### config.mk
export PLATFORM = sky130hd
export DESIGN_NAME = clb_switch_ctrl
export DESIGN_NICKNAME = d
export VERILOG_FILES = /design/src/clb_pkg.sv /design/src/clb_cmp_if.sv /design/src/clb_switch_ctrl.sv /design/src/clb_sync.sv
export SDC_FILE = /design/constraint.sdc
export NUM_CORES = 1
export LEC_CHECK = 0
export ABC_AREA = 0
export BUFFER_PORTS_ARGS = -buffer_cell sky130_fd_sc_hd__buf_2
export CAP_MARGIN = 25
export CORE_UTILIZATION = 42
export CTS_CLUSTER_SIZE = 20
export DETAILED_ROUTE_END_ITERATION = 10
export HOLD_SLACK_MARGIN = 0.03
export MAX_ROUTING_LAYER = met4
export PLACE_DENSITY = 0.61
export SYNTH_ARGS = -nofsm -noshare
export SYNTH_HDL_FRONTEND = slang
export SYNTH_SLANG_ARGS = --single-unit
### constraint.sdc
create_clock -name ref_clk_i -period 4.1 [get_ports ref_clk_i]
set_input_delay 0.82 -clock ref_clk_i [delete_from_list [all_inputs] [get_ports ref_clk_i]]
set_output_delay 0.82 -clock ref_clk_i [all_outputs]
set_load 0.02 [all_outputs]
### src/clb_pkg.sv
// constants, types and timing counts of the buck switching-cycle controller
// assumes a single 125 MHz reference clock and a synchronous active-high reset
//
// Function
// a current-sense trip while the gate is high drives the gate low and ends the on-time.
// in the off-time a bottom detection (drain level at or below 100 mV) raises the gate again.
// bottom detections are ignored for the 0.62 us mask time after each gate turn-off.
// without a bottom detection 20 us after turn-off the gate is forced high.
// an on-time reaching the 20 us maximum without a current-sense trip forces the gate low.
// after a maximum on-time turn-off the gate is raised again after a 570 us restart wait.
// a level select at or below 0.4 V disables the block and holds the gate low.
// the current reference is 750, 1000 or 1100 mV according to the level select band.
// the dimming source drives the PWM input above 2 V for on and below 1.1 V for off.
// the PWM input held off for 36 ms or longer puts the block into standby.
// the PWM input turning on leaves standby at once.
// while the PWM input is off the gate stays low, and cycles resume when it turns on.
// level select arrives as a two-bit window code and the last code is kept between bands.

package clb_pkg;

   // ==========================================================
   // timebase
   localparam real CLK_PERIOD_NS = 8.0;
   localparam int CNT_W = 24;

   localparam real BOTTOM_MASK_US = 0.62;
   localparam real BOTTOM_TIMEOUT_US = 20.0;
   localparam real MAX_ON_TIME_US = 20.0;
   localparam real RESTART_WAIT_US = 570.0;
   localparam real STANDBY_DELAY_MS = 36.0;

   // least time rounds up, longest time rounds down
   localparam logic [CNT_W-1:0] MASK_CYC =
      CNT_W'($rtoi($ceil(BOTTOM_MASK_US * 1000.0 / CLK_PERIOD_NS)));
   localparam logic [CNT_W-1:0] TOUT_CYC =
      CNT_W'($rtoi($floor(BOTTOM_TIMEOUT_US * 1000.0 / CLK_PERIOD_NS)));
   localparam logic [CNT_W-1:0] MAXON_CYC =
      CNT_W'($rtoi($floor(MAX_ON_TIME_US * 1000.0 / CLK_PERIOD_NS)));
   localparam logic [CNT_W-1:0] RESTART_CYC_DEF =
      CNT_W'($rtoi($ceil(RESTART_WAIT_US * 1000.0 / CLK_PERIOD_NS)));
   localparam logic [CNT_W-1:0] STANDBY_CYC_DEF =
      CNT_W'($rtoi($ceil(STANDBY_DELAY_MS * 1000000.0 / CLK_PERIOD_NS)));

   localparam logic [CNT_W-1:0] CNT_ONE = 24'h000001;
   localparam logic [CNT_W-1:0] CNT_ZERO = 24'h000000;

   // ==========================================================
   // comparator input vector layout
   localparam int CMP_W = 6;
   localparam int CMP_CS = 0;
   localparam int CMP_BD = 1;
   localparam int CMP_PWM = 2;
   localparam int CMP_BAND = 3;
   localparam int CMP_CODE_LO = 4;
   localparam int CMP_CODE_HI = 5;

   // level select code, also the current reference code
   localparam logic [1:0] REF_DISABLE = 2'h0;
   localparam logic [1:0] REF_750MV = 2'h1;
   localparam logic [1:0] REF_1000MV = 2'h2;
   localparam logic [1:0] REF_1100MV = 2'h3;

   // ==========================================================
   // types
   typedef enum logic [1:0] {
      CLB_IDLE = 2'b00,
      CLB_ON = 2'b01,
      CLB_OFF = 2'b10,
      CLB_WAIT = 2'b11
   } clb_state_type;

   typedef struct packed {
      clb_state_type state;
      logic [CNT_W-1:0] timer;
      logic [CNT_W-1:0] stby_cnt;
      logic gate;
      logic standby;
      logic restart;
      logic [1:0] ref_code;
   } clb_ctrl_type;

endpackage

### src/clb_cmp_if.sv
// bundle of filtered comparator levels passed from the input filter to the controller
// assumes both ends run on the same clock
`timescale 1ns/1ps
`default_nettype none

interface clb_cmp_if;
   logic cs_trip;
   logic bd_low;
   logic pwm_on;
   logic sel_in_band;
   logic [1:0] sel_code;

   modport filt (output cs_trip, output bd_low, output pwm_on, output sel_in_band,
                 output sel_code);
   modport ctrl (input cs_trip, input bd_low, input pwm_on, input sel_in_band,
                 input sel_code);
endinterface

`default_nettype wire

### src/clb_switch_ctrl.sv
// critical current mode switching-cycle controller of a buck LED driver
// assumes comparator outputs as asynchronous levels and an external gate driver
`timescale 1ns/1ps
`default_nettype none

module clb_switch_ctrl
   import clb_pkg::*;
#(
   parameter logic [CNT_W-1:0] RESTART_CYC = RESTART_CYC_DEF,
   parameter logic [CNT_W-1:0] STANDBY_CYC = STANDBY_CYC_DEF
) (
   input wire logic ref_clk_i,
   input wire logic rst_i,
   input wire logic cs_trip_i,
   input wire logic bd_low_i,
   input wire logic pwm_on_i,
   input wire logic sel_in_band_i,
   input wire logic [1:0] sel_code_i,
   output logic gate_o,
   output logic [1:0] current_ref_o,
   output logic standby_o,
   output logic restart_wait_o
);

   // ==========================================================
   // input filter
   clb_cmp_if cmp ();

   clb_sync #(
      .W(CMP_W)
   ) u_sync (
      .ref_clk_i(ref_clk_i),
      .rst_i(rst_i),
      .raw_i({sel_code_i, sel_in_band_i, pwm_on_i, bd_low_i, cs_trip_i}),
      .cmp(cmp)
   );

   // ==========================================================
   // controller state
   clb_ctrl_type q;
   clb_ctrl_type d;
   logic run;

   always_comb begin
      d = q;
      // level select window code, held while between bands
      if (cmp.sel_in_band) begin
         d.ref_code = cmp.sel_code;
      end

      // enabled and dimming on
      run = (q.ref_code != REF_DISABLE) && cmp.pwm_on;

      // standby timer on a continuously off PWM input
      if (cmp.pwm_on) begin
         d.stby_cnt = CNT_ZERO;
         d.standby = 1'b0;
      end else if (!q.standby) begin
         d.stby_cnt = q.stby_cnt + CNT_ONE;
         if (q.stby_cnt == STANDBY_CYC - CNT_ONE) begin
            d.standby = 1'b1;
         end
      end

      case (q.state)
         CLB_IDLE: begin
            if (run) begin
               d.state = CLB_ON;
               d.gate = 1'b1;
               d.timer = CNT_ZERO;
            end
         end
         CLB_ON: begin
            if (cmp.cs_trip) begin
               d.state = CLB_OFF;
               d.gate = 1'b0;
               d.timer = CNT_ZERO;
            end else if (q.timer == MAXON_CYC - CNT_ONE) begin
               d.state = CLB_WAIT;
               d.gate = 1'b0;
               d.restart = 1'b1;
               d.timer = CNT_ZERO;
            end else begin
               d.timer = q.timer + CNT_ONE;
            end
         end
         CLB_OFF: begin
            if ((q.timer >= MASK_CYC) && cmp.bd_low) begin
               d.state = CLB_ON;
               d.gate = 1'b1;
               d.timer = CNT_ZERO;
            end else if (q.timer == TOUT_CYC - CNT_ONE) begin
               d.state = CLB_ON;
               d.gate = 1'b1;
               d.timer = CNT_ZERO;
            end else begin
               d.timer = q.timer + CNT_ONE;
            end
         end
         CLB_WAIT: begin
            if (q.timer == RESTART_CYC - CNT_ONE) begin
               d.state = CLB_ON;
               d.gate = 1'b1;
               d.restart = 1'b0;
               d.timer = CNT_ZERO;
            end else begin
               d.timer = q.timer + CNT_ONE;
            end
         end
         default: begin
            d.state = CLB_IDLE;
            d.gate = 1'b0;
            d.timer = CNT_ZERO;
         end
      endcase

      // disable or dimming off overrides any cycle in progress
      if (!run) begin
         d.state = CLB_IDLE;
         d.gate = 1'b0;
         d.restart = 1'b0;
         d.timer = CNT_ZERO;
      end
   end

   always_ff @(posedge ref_clk_i) begin
      if (rst_i) begin
         q <= '{state: CLB_IDLE, timer: CNT_ZERO, stby_cnt: CNT_ZERO, gate: 1'b0,
                standby: 1'b0, restart: 1'b0, ref_code: REF_DISABLE};
      end else begin
         q <= d;
      end
   end

   // ==========================================================
   // outputs
   assign gate_o = q.gate;
   assign current_ref_o = q.ref_code;
   assign standby_o = q.standby;
   assign restart_wait_o = q.restart;

   // ==========================================================
   // checks on the switching cycle
   a_cs_ends_on: assert property (
      @(posedge ref_clk_i) disable iff (rst_i)
      (q.state == CLB_ON) && cmp.cs_trip |=> !gate_o && !restart_wait_o)
      else $error("current-sense trip did not end the on-time");

   a_bd_starts_on: assert property (
      @(posedge ref_clk_i) disable iff (rst_i)
      (q.state == CLB_OFF) && (q.timer >= MASK_CYC) && cmp.bd_low && run
      |=> gate_o && (q.state == CLB_ON))
      else $error("bottom detection did not start the next cycle");

   a_mask_holds: assert property (
      @(posedge ref_clk_i) disable iff (rst_i)
      $fell(gate_o) && (q.state == CLB_OFF) |-> !gate_o [*8])
      else $error("gate rose inside the bottom mask time");

   a_mask_count: assert property (
      @(posedge ref_clk_i) disable iff (rst_i)
      (q.state == CLB_ON) && $past(q.state) == CLB_OFF && $past(gate_o) == 1'b0
      && $past(q.timer) < MASK_CYC |-> $past(q.timer) == TOUT_CYC - CNT_ONE)
      else $error("off-time ended before the mask time elapsed");

   a_bottom_timeout: assert property (
      @(posedge ref_clk_i) disable iff (rst_i)
      (q.state == CLB_OFF) && (q.timer == TOUT_CYC - CNT_ONE) && run |=> gate_o)
      else $error("bottom timeout did not force the gate high");

   a_off_bounded: assert property (
      @(posedge ref_clk_i) disable iff (rst_i)
      (q.state == CLB_OFF) |-> q.timer < TOUT_CYC)
      else $error("off-time ran past the bottom timeout");

   a_max_on_limit: assert property (
      @(posedge ref_clk_i) disable iff (rst_i)
      (q.state == CLB_ON) && !cmp.cs_trip && (q.timer == MAXON_CYC - CNT_ONE) && run
      |=> !gate_o && restart_wait_o)
      else $error("maximum on-time did not force the gate low");

   a_on_bounded: assert property (
      @(posedge ref_clk_i) disable iff (rst_i)
      gate_o |-> q.timer < MAXON_CYC)
      else $error("on-time exceeded its maximum");

   a_restart_hold: assert property (
      @(posedge ref_clk_i) disable iff (rst_i)
      restart_wait_o |-> !gate_o && (q.timer < RESTART_CYC))
      else $error("gate high during restart wait");

   a_restart_end: assert property (
      @(posedge ref_clk_i) disable iff (rst_i)
      (q.state == CLB_WAIT) && (q.timer == RESTART_CYC - CNT_ONE) && run
      |=> gate_o && !restart_wait_o)
      else $error("restart wait did not raise the gate");

   a_disable_low: assert property (
      @(posedge ref_clk_i) disable iff (rst_i)
      (current_ref_o == REF_DISABLE) |=> !gate_o)
      else $error("gate high while disabled");

   a_ref_follows: assert property (
      @(posedge ref_clk_i) disable iff (rst_i)
      cmp.sel_in_band |=> current_ref_o == $past(cmp.sel_code))
      else $error("current reference did not follow the level code");

   a_ref_holds: assert property (
      @(posedge ref_clk_i) disable iff (rst_i)
      !cmp.sel_in_band |=> $stable(current_ref_o))
      else $error("current reference changed between bands");

   a_standby_enter: assert property (
      @(posedge ref_clk_i) disable iff (rst_i)
      !cmp.pwm_on && !standby_o && (q.stby_cnt == STANDBY_CYC - CNT_ONE) |=> standby_o)
      else $error("standby not entered after the off delay");

   a_standby_early: assert property (
      @(posedge ref_clk_i) disable iff (rst_i)
      $rose(standby_o) |-> $past(q.stby_cnt) == STANDBY_CYC - CNT_ONE)
      else $error("standby entered early");

   a_standby_leave: assert property (
      @(posedge ref_clk_i) disable iff (rst_i)
      cmp.pwm_on |=> !standby_o)
      else $error("standby not left on PWM on");

   a_pwm_off_low: assert property (
      @(posedge ref_clk_i) disable iff (rst_i)
      !cmp.pwm_on |=> !gate_o)
      else $error("gate high while dimming off");

   a_pwm_resume: assert property (
      @(posedge ref_clk_i) disable iff (rst_i)
      (q.state == CLB_IDLE) && run |=> gate_o)
      else $error("switching did not resume");

   // ==========================================================
   // checks on the cycle bookkeeping
   a_gate_in_on: assert property (
      @(posedge ref_clk_i) disable iff (rst_i)
      gate_o == (q.state == CLB_ON))
      else $error("gate level does not match the on state");

   a_fall_cause: assert property (
      @(posedge ref_clk_i) disable iff (rst_i)
      $fell(gate_o) |-> $past(cmp.cs_trip) || !$past(run)
      || ($past(q.timer) == MAXON_CYC - CNT_ONE))
      else $error("gate fell without a trip, a limit or a stop");

   a_rise_cause: assert property (
      @(posedge ref_clk_i) disable iff (rst_i)
      $rose(gate_o) && ($past(q.state) == CLB_OFF)
      |-> $past(cmp.bd_low) || ($past(q.timer) == TOUT_CYC - CNT_ONE))
      else $error("off-time ended without a detection or a timeout");

   a_on_start: assert property (
      @(posedge ref_clk_i) disable iff (rst_i)
      $rose(gate_o) |-> (q.timer == CNT_ZERO) && !restart_wait_o)
      else $error("on-time did not start from a cleared timer");

   a_off_start: assert property (
      @(posedge ref_clk_i) disable iff (rst_i)
      $fell(gate_o) && (q.state == CLB_OFF) |-> q.timer == CNT_ZERO)
      else $error("mask time not counted from the turn-off");

   a_wait_cause: assert property (
      @(posedge ref_clk_i) disable iff (rst_i)
      $rose(restart_wait_o)
      |-> ($past(q.state) == CLB_ON) && ($past(q.timer) == MAXON_CYC - CNT_ONE))
      else $error("restart wait began without a maximum on-time");

   a_wait_state: assert property (
      @(posedge ref_clk_i) disable iff (rst_i)
      restart_wait_o |-> q.state == CLB_WAIT)
      else $error("restart flag outside the wait state");

   a_stop_cancel: assert property (
      @(posedge ref_clk_i) disable iff (rst_i)
      !run |=> !restart_wait_o && (q.state == CLB_IDLE))
      else $error("stopped block kept a cycle or a restart wait");

   a_stby_full: assert property (
      @(posedge ref_clk_i) disable iff (rst_i)
      standby_o |-> q.stby_cnt == STANDBY_CYC)
      else $error("standby counter not at its full count");

   a_stby_step: assert property (
      @(posedge ref_clk_i) disable iff (rst_i)
      !cmp.pwm_on && !standby_o
      |=> q.stby_cnt == $past(q.stby_cnt) + CNT_ONE)
      else $error("standby counter skipped while the PWM input was off");

   a_stby_clear: assert property (
      @(posedge ref_clk_i) disable iff (rst_i)
      cmp.pwm_on |=> q.stby_cnt == CNT_ZERO)
      else $error("standby counter not cleared by PWM on");

   a_stby_gate: assert property (
      @(posedge ref_clk_i) disable iff (rst_i)
      standby_o |-> !gate_o)
      else $error("gate high in standby");

   a_ref_change: assert property (
      @(posedge ref_clk_i) disable iff (rst_i)
      $changed(current_ref_o) |-> $past(cmp.sel_in_band))
      else $error("current reference changed outside a band");

   a_on_count: assert property (
      @(posedge ref_clk_i) disable iff (rst_i)
      (q.state == CLB_ON) && ($past(q.state) == CLB_ON)
      |-> q.timer == $past(q.timer) + CNT_ONE)
      else $error("on-time timer did not advance");

   a_off_count: assert property (
      @(posedge ref_clk_i) disable iff (rst_i)
      (q.state == CLB_OFF) && ($past(q.state) == CLB_OFF)
      |-> q.timer == $past(q.timer) + CNT_ONE)
      else $error("off-time timer did not advance");

endmodule // clb_switch_ctrl

`default_nettype wire

### src/clb_sync.sv
// three-stage input filter for asynchronous comparator levels
// assumes raw inputs may change at any time relative to ref_clk_i
`timescale 1ns/1ps
`default_nettype none

module clb_sync
   import clb_pkg::*;
#(
   parameter int W = CMP_W
) (
   input wire logic ref_clk_i,
   input wire logic rst_i,
   input wire logic [W-1:0] raw_i,
   clb_cmp_if.filt cmp
);

   typedef struct packed {
      logic [W-1:0] ff1;
      logic [W-1:0] ff2;
      logic [W-1:0] ff3;
      logic [W-1:0] val;
   } clb_sync_type;

   clb_sync_type q;
   clb_sync_type d;

   // ==========================================================
   // stage chain; a bit takes its new value once stages two and three agree
   always_comb begin
      d = q;
      d.ff1 = raw_i;
      d.ff2 = q.ff1;
      d.ff3 = q.ff2;
      for (int i = 0; i < W; i++) begin
         if (q.ff2[i] == q.ff3[i]) begin
            d.val[i] = q.ff3[i];
         end
      end
   end

   always_ff @(posedge ref_clk_i) begin
      if (rst_i) begin
         q <= '0;
      end else begin
         q <= d;
      end
   end

   assign cmp.cs_trip = q.val[CMP_CS];
   assign cmp.bd_low = q.val[CMP_BD];
   assign cmp.pwm_on = q.val[CMP_PWM];
   assign cmp.sel_in_band = q.val[CMP_BAND];
   assign cmp.sel_code = q.val[CMP_CODE_HI:CMP_CODE_LO];

endmodule // clb_sync

`default_nettype wire

=== After elaboration in Yosys (flattened, before gate mapping) ===
Cells that the tools add are included.

* Add/sub/neg operators: 2
* $mul: 0
* Divide/modulo/power cells: 0
* Order comparisons: 1
* Eq/ne operators: 17
* Shift operators: 0
* Muxes and demuxes: 19
* Bitwise logic cells: 1
* Reduce and logical (&&, ||, !) cells: 9

{| class="wikitable"
|+ Operator list
! cell !! number
|-
| 26-bit case mux with 4 select lines || 1
|-
| 26-bit two-way mux || 2
|-
| 24-bit by 1-bit adder with 24-bit output, second input constant || 2
|-
| 24-bit two-way mux || 2
|-
| 24-bit by 12-bit == test with 1-bit output, second input constant || 1
|-
| 24-bit by 17-bit == test with 1-bit output, second input constant || 1
|-
| 24-bit by 23-bit == test with 1-bit output, second input constant || 1
|-
| 24-bit by 7-bit >= comparator with 1-bit output, second input constant || 1
|-
| 1-bit two-way mux || 9
|-
| 1-bit == test || 6
|-
| 2-bit two-way mux || 3
|-
| 2-bit != test, second input constant || 3
|-
| 2-bit == test, second input constant || 2
|-
| 1-bit case mux with 4 select lines || 1
|-
| 4-bit AND reduction || 1
|-
| 2-bit nonzero test || 2
|-
| 2-bit OR reduction || 2
|-
| 3-bit by 2-bit != test with 1-bit output, second input constant || 1
|-
| 3-bit != test, second input constant || 1
|-
| 3-bit AND reduction || 1
|-
| 2-bit by 1-bit == test with 1-bit output, second input constant || 1
|-
| 1-bit logical AND || 2
|-
| 2-bit zero test || 1
|-
| 1-bit case mux with 2 select lines || 1
|-
| 1-bit inverter || 1
|}

* Register bits: 79
* Bits in latches: 0
* Bits in writable memories: 0
* Memory bits (read-only): 0
* Input port bits: 8
* Output and inout port bits: 5
* Word-level logic and storage cells: 65
* Memories kept: 0

=== Depth between registers and ports, before layout ===
* Depth after elaboration: 4
* Depth in mapped cells: 8
* Gate-level depth less buffers: 7

=== Modules after synthesis ===
Synthesis repeated with hierarchy kept, for this count alone.

* Cell total of the unflattened synthesis: 372
* Area, all modules: 3,374.5 sq um

{| class="wikitable"
|+ By module, submodules not included
! module !! times used !! cells an instance !! area each (sq um) !! sequential area each (sq um)
|-
| clb_switch_ctrl || 1 || 308 || 2,638.8 || 1,101.1
|-
| clb_sync || 1 || 64 || 735.7 || 480.5
|}

=== Least setup slack after synthesis ===
OpenSTA, ideal clock, no wires.

* Path type: input -> register
* From: input port rst_i
* To: register q[48] in the netlist's numbering
* Library setup time: 0.070 ns
* Arrival time: 2.232 ns
* Data required time: 4.030 ns
* Slack: 1.799 ns
* Stages: 7
* Path buffers: 2
* Cells stage by stage: clkbuf_1 -> inv_1 -> o211ai_1 -> or2_2 -> buf_1 -> or4_1 -> a21oi_1

* Cells in the longest elaborated chain, start to end: 1

{| class="wikitable"
|+ RTL lines
! what !! line !! text
|-
| start, declared || clb_switch_ctrl.sv:13 || <nowiki>input wire logic rst_i,</nowiki>
|-
| 2-bit OR reduction (no line) || n/a ||
|-
| end signal, assigned || clb_switch_ctrl.sv:128 || <nowiki>q <= '{state: CLB_IDLE, timer: CNT_ZERO, stby_cnt: CNT_ZERO, gate: 1'b0,</nowiki>
|-
| end, declared || clb_switch_ctrl.sv:40 || <nowiki>clb_ctrl_type q;</nowiki>
|}

Every way passes these cells.
A chain may end at the register's enable or synchronous reset.

=== Worst setup path after layout ===
* From: register q[29] in the netlist's numbering
* To: register q (netlist bit gate_o)

* Cells in the longest elaborated chain, start to end: 4
* Elaborated cells between the ends (all ways): 10
* Classes of those cells: order compare: 1; eq/ne: 5; mux: 2; reduce/logical: 2

{| class="wikitable"
|+ RTL lines
! what !! line !! text
|-
| 24-bit by 7-bit >= comparator with 1-bit output || clb_switch_ctrl.sv:88 || <nowiki>if ((q.timer >= MASK_CYC) && cmp.bd_low) begin</nowiki>
|-
| 1-bit logical AND || clb_switch_ctrl.sv:88 ||
|-
| 1-bit two-way mux or 3-bit != test (tied branches) || n/a ||
|-
| 1-bit case mux with 4 select lines or 3-bit AND reduction (tied branches) || n/a ||
|}

Several ways; a longest one is shown, not always the timed one.

==> impl_metrics.tcl <==
set metrics [dict create \
    synth_area_leaders "dfxtp_1, xnor2_1, xor2_1" \
    drtPass1Iterations 4 \
    seq_area_frac_synth_pct 45.43 \
    synthArstFlopShare_pct 0 \
    overflow 0 \
    syn-cell-area_sq_um 3481 \
    drt_iter0_markers 100 \
    leakage_nw 1.276 \
    final_hold_viol_count 0 \
    fmax_mhz 367.9 \
    core_area_sq_um 7888 \
    initial_utilization_pct 44.13 \
    fin_ws_ns 1.382 \
    synth_cells 377 \
    placed_area_sq_um 3562 \
    place_ws_ns 1.373 \
    cts_tree "done" \
    antenna_found_initial 0 \
    status "finished, final reports clean" \
    cts.sinks 79 \
    htree_levels 3 \
    portBuffers 12 \
    synth_area_per_cell_sq_um 9.233 \
    cts_setup_buffers 0 \
    critPathKind "reg -> reg" \
    vias 2591 \
    layout_min_cycle_time_ns 2.718 \
    finalSetupTns_ns 0 \
    drv_slew 0 \
    worstSetupEndpointType "flop" \
    p_switching_mw 0.3397 \
    combPwrFrac_pct 1.6 \
    die_h_microns 93.04 \
    ys_types 45 \
    synth.most_common_cell "dfxtp_1" \
    slew_headroom_pct 41.71 \
    synth_top_area_share_pct 45.43 \
    globalplace.congestion 0.7940 \
    arrival_ns 2.96 \
    ctsHoldBuffers 0 \
    reg2reg_slack_ns 1.38 \
    grt_usage_pct 16.69 \
    ctsLongestPathBuffers 2 \
    wl_microns 6333 \
    hold_path.class "reg -> reg" \
    synth_nets 389 \
    seqPwrFrac_pct 52.6 \
    ios 13 \
    yosys_warnings 0 \
    hpwl_microns 4099 \
    cp_max_fo 27 \
    clock_latency_ns 0.35 \
    dieArea_sq_um 8656 \
    clkTransAtPathRegs_ns 0.09 \
    post_drt_via_cell_ratio 5.331 \
    wire_per_inst_microns 13.03 \
    tightest_slew_ns 0.8664 \
    yosysTopAreaCell "dfxtp_1" \
    post-route-cell-area_sq_um 3800 \
    fin_nets 391 \
    total_power_mw 1.484 \
    cap_violations 0 \
    power_density_nw_per_um2 390.6 \
    synth_edf_count 0 \
    final_layout_size_suffix_gt1_share_pct 9.375 \
    p_sw_share_pct 22.89 \
    clock-skew-final_ns 0.01249 \
    grt_pass1_vias 2443 \
    utilization_pct 48.18 \
    grt_pass1_wl_microns 11140 \
    rsz0062_at_grt "false" \
    start_kind "flop" \
    yosys_register_bits 79 \
    clkPwrFrac_pct 45.8 \
    synthFlopType "dfxtp_1" \
    clock_tree.root_cell "clkbuf_8" \
    setup_violations 0 \
    area_growth_pct 9.166 \
    required_ns 4.34 \
    antenna_left 0 \
    grt_max_degree 29 \
    ctsResizeCount 0 \
    n_antenna_cell 0 \
    route.detailed.drc 0 \
    rows 32 \
    finalCritPeriodShare_pct 66.30 \
    cts_buffers 9 \
    p_int_mw 1.144 \
    ir_drop_mv 0.2309 \
    die_x_microns 93.04 \
    synth_common_cells "dfxtp_1, nor2_1, nand2_1" \
]
-- through the flow --
stage | cells | hold slack (ns)
after floorplan | 377 | 0.4138
after global placement | 470 | 0.4172
after detailed placement | 470 | 0.4264
after CTS | 486 | 0.4487
after global routing | 486 | 0.4627
final | 486 | 0.4444
-- power by group through the flow --
stage                     combinational, mW  sequential (mW)  clock [mW]
final                                0.0231            0.781       0.680
after global routing                 0.0267            0.783       0.736
after CTS                            0.0238            0.781       0.700
after detailed placement             0.0237            0.799           0
after global placement               0.0231            0.799           0
after floorplan                      0.0181            0.798           0
-- sequential cells by signal, summed over array words and instances (netlist names) --
| register | flops |
|---|---|
| current_ref_o | 2 |
| gate_o | 1 |
| q | 50 |
| restart_wait_o | 1 |
| standby_o | 1 |
| u_sync.cmp.bd_low | 1 |
| u_sync.cmp.cs_trip | 1 |
| u_sync.cmp.pwm_on | 1 |
| u_sync.cmp.sel_code | 2 |
| u_sync.cmp.sel_in_band | 1 |
| u_sync.d | 12 |
| u_sync.q | 6 |
-- final cells by class --
class                   instances  area [sq um]
well taps                     102         127.6
clock inverters                 7         113.9
flip-flops and latches         79          1582
fillers                       762          4088
multi-input cells             269          1763
inverters                       8         30.03
repair buffers                 12         60.06
clock buffers                   9         123.9
-- layer usage --
| layer | up-vias | wire length (microns) | global-route usage, % |
|---|---|---|---|
| met3 | 6 | 203 | 5.366 |
| li1 | 1343 | - | - |
| met2 | 33 | 2757 | 25.67 |
| met1 | 1209 | 3301 | 20.93 |
| met5 | - | 0 | - |
| met4 | 0 | 70 | 5.000 |
-- final timing paths --
| check | endpoint | cells after the start | startpoint |
|---|---|---|---|
| worst max-delay path | gate_o | 7 | q[29] |
| worst min-delay path | u_sync.d[8] | 1 | u_sync.d[14] |
| worst max register to register | gate_o | 7 | q[29] |
| worst min register to register | u_sync.d[8] | 1 | u_sync.d[14] |
-- critical path, stage by stage (launching register included) --
cell	delay (ns)
dfxtp_1	0.48
inv_1	0.08
ha_1	0.20
o211ai_1	0.16
a21boi_0	0.11
o41ai_1	0.44
nand4b_2	0.68
a32o_1	0.47
-- cell usage in the layout (no fill, tap or decap), types with 4 or more instances in the layout --
cell / instances
nor2_1: 31
ha_1: 4
xnor2_1: 20
buf_2: 12
and2_1: 4
or4_1: 4
nor3_1: 8
nor2b_1: 23
nor4_1: 9
nor4b_1: 5
nand4_1: 15
o21ai_0: 10
and4_1: 6
or3_1: 5
and3_1: 7
a211oi_1: 23
inv_1: 8
nand3_1: 12
xor2_1: 20
clkbuf_8: 9
nand2_1: 25
dfxtp_1: 79
a21oi_1: 13
-- cell families (layout without fill, tap and decap cells) --
kind of cell	Yosys count	count (layout)	share of synthesized area, %
xor gates and xnor gates	40	40	10.06
adders and majority gates	4	4	1.438
and+or+nand+nor	165	165	26.89
muxes	3	3	0.8627
AOI/OAI and AO/OA	57	57	11.40
DFF	79	79	45.44
buffers and inverters	29	36	3.918
Note: power is estimated with default switching activity, not from simulation.
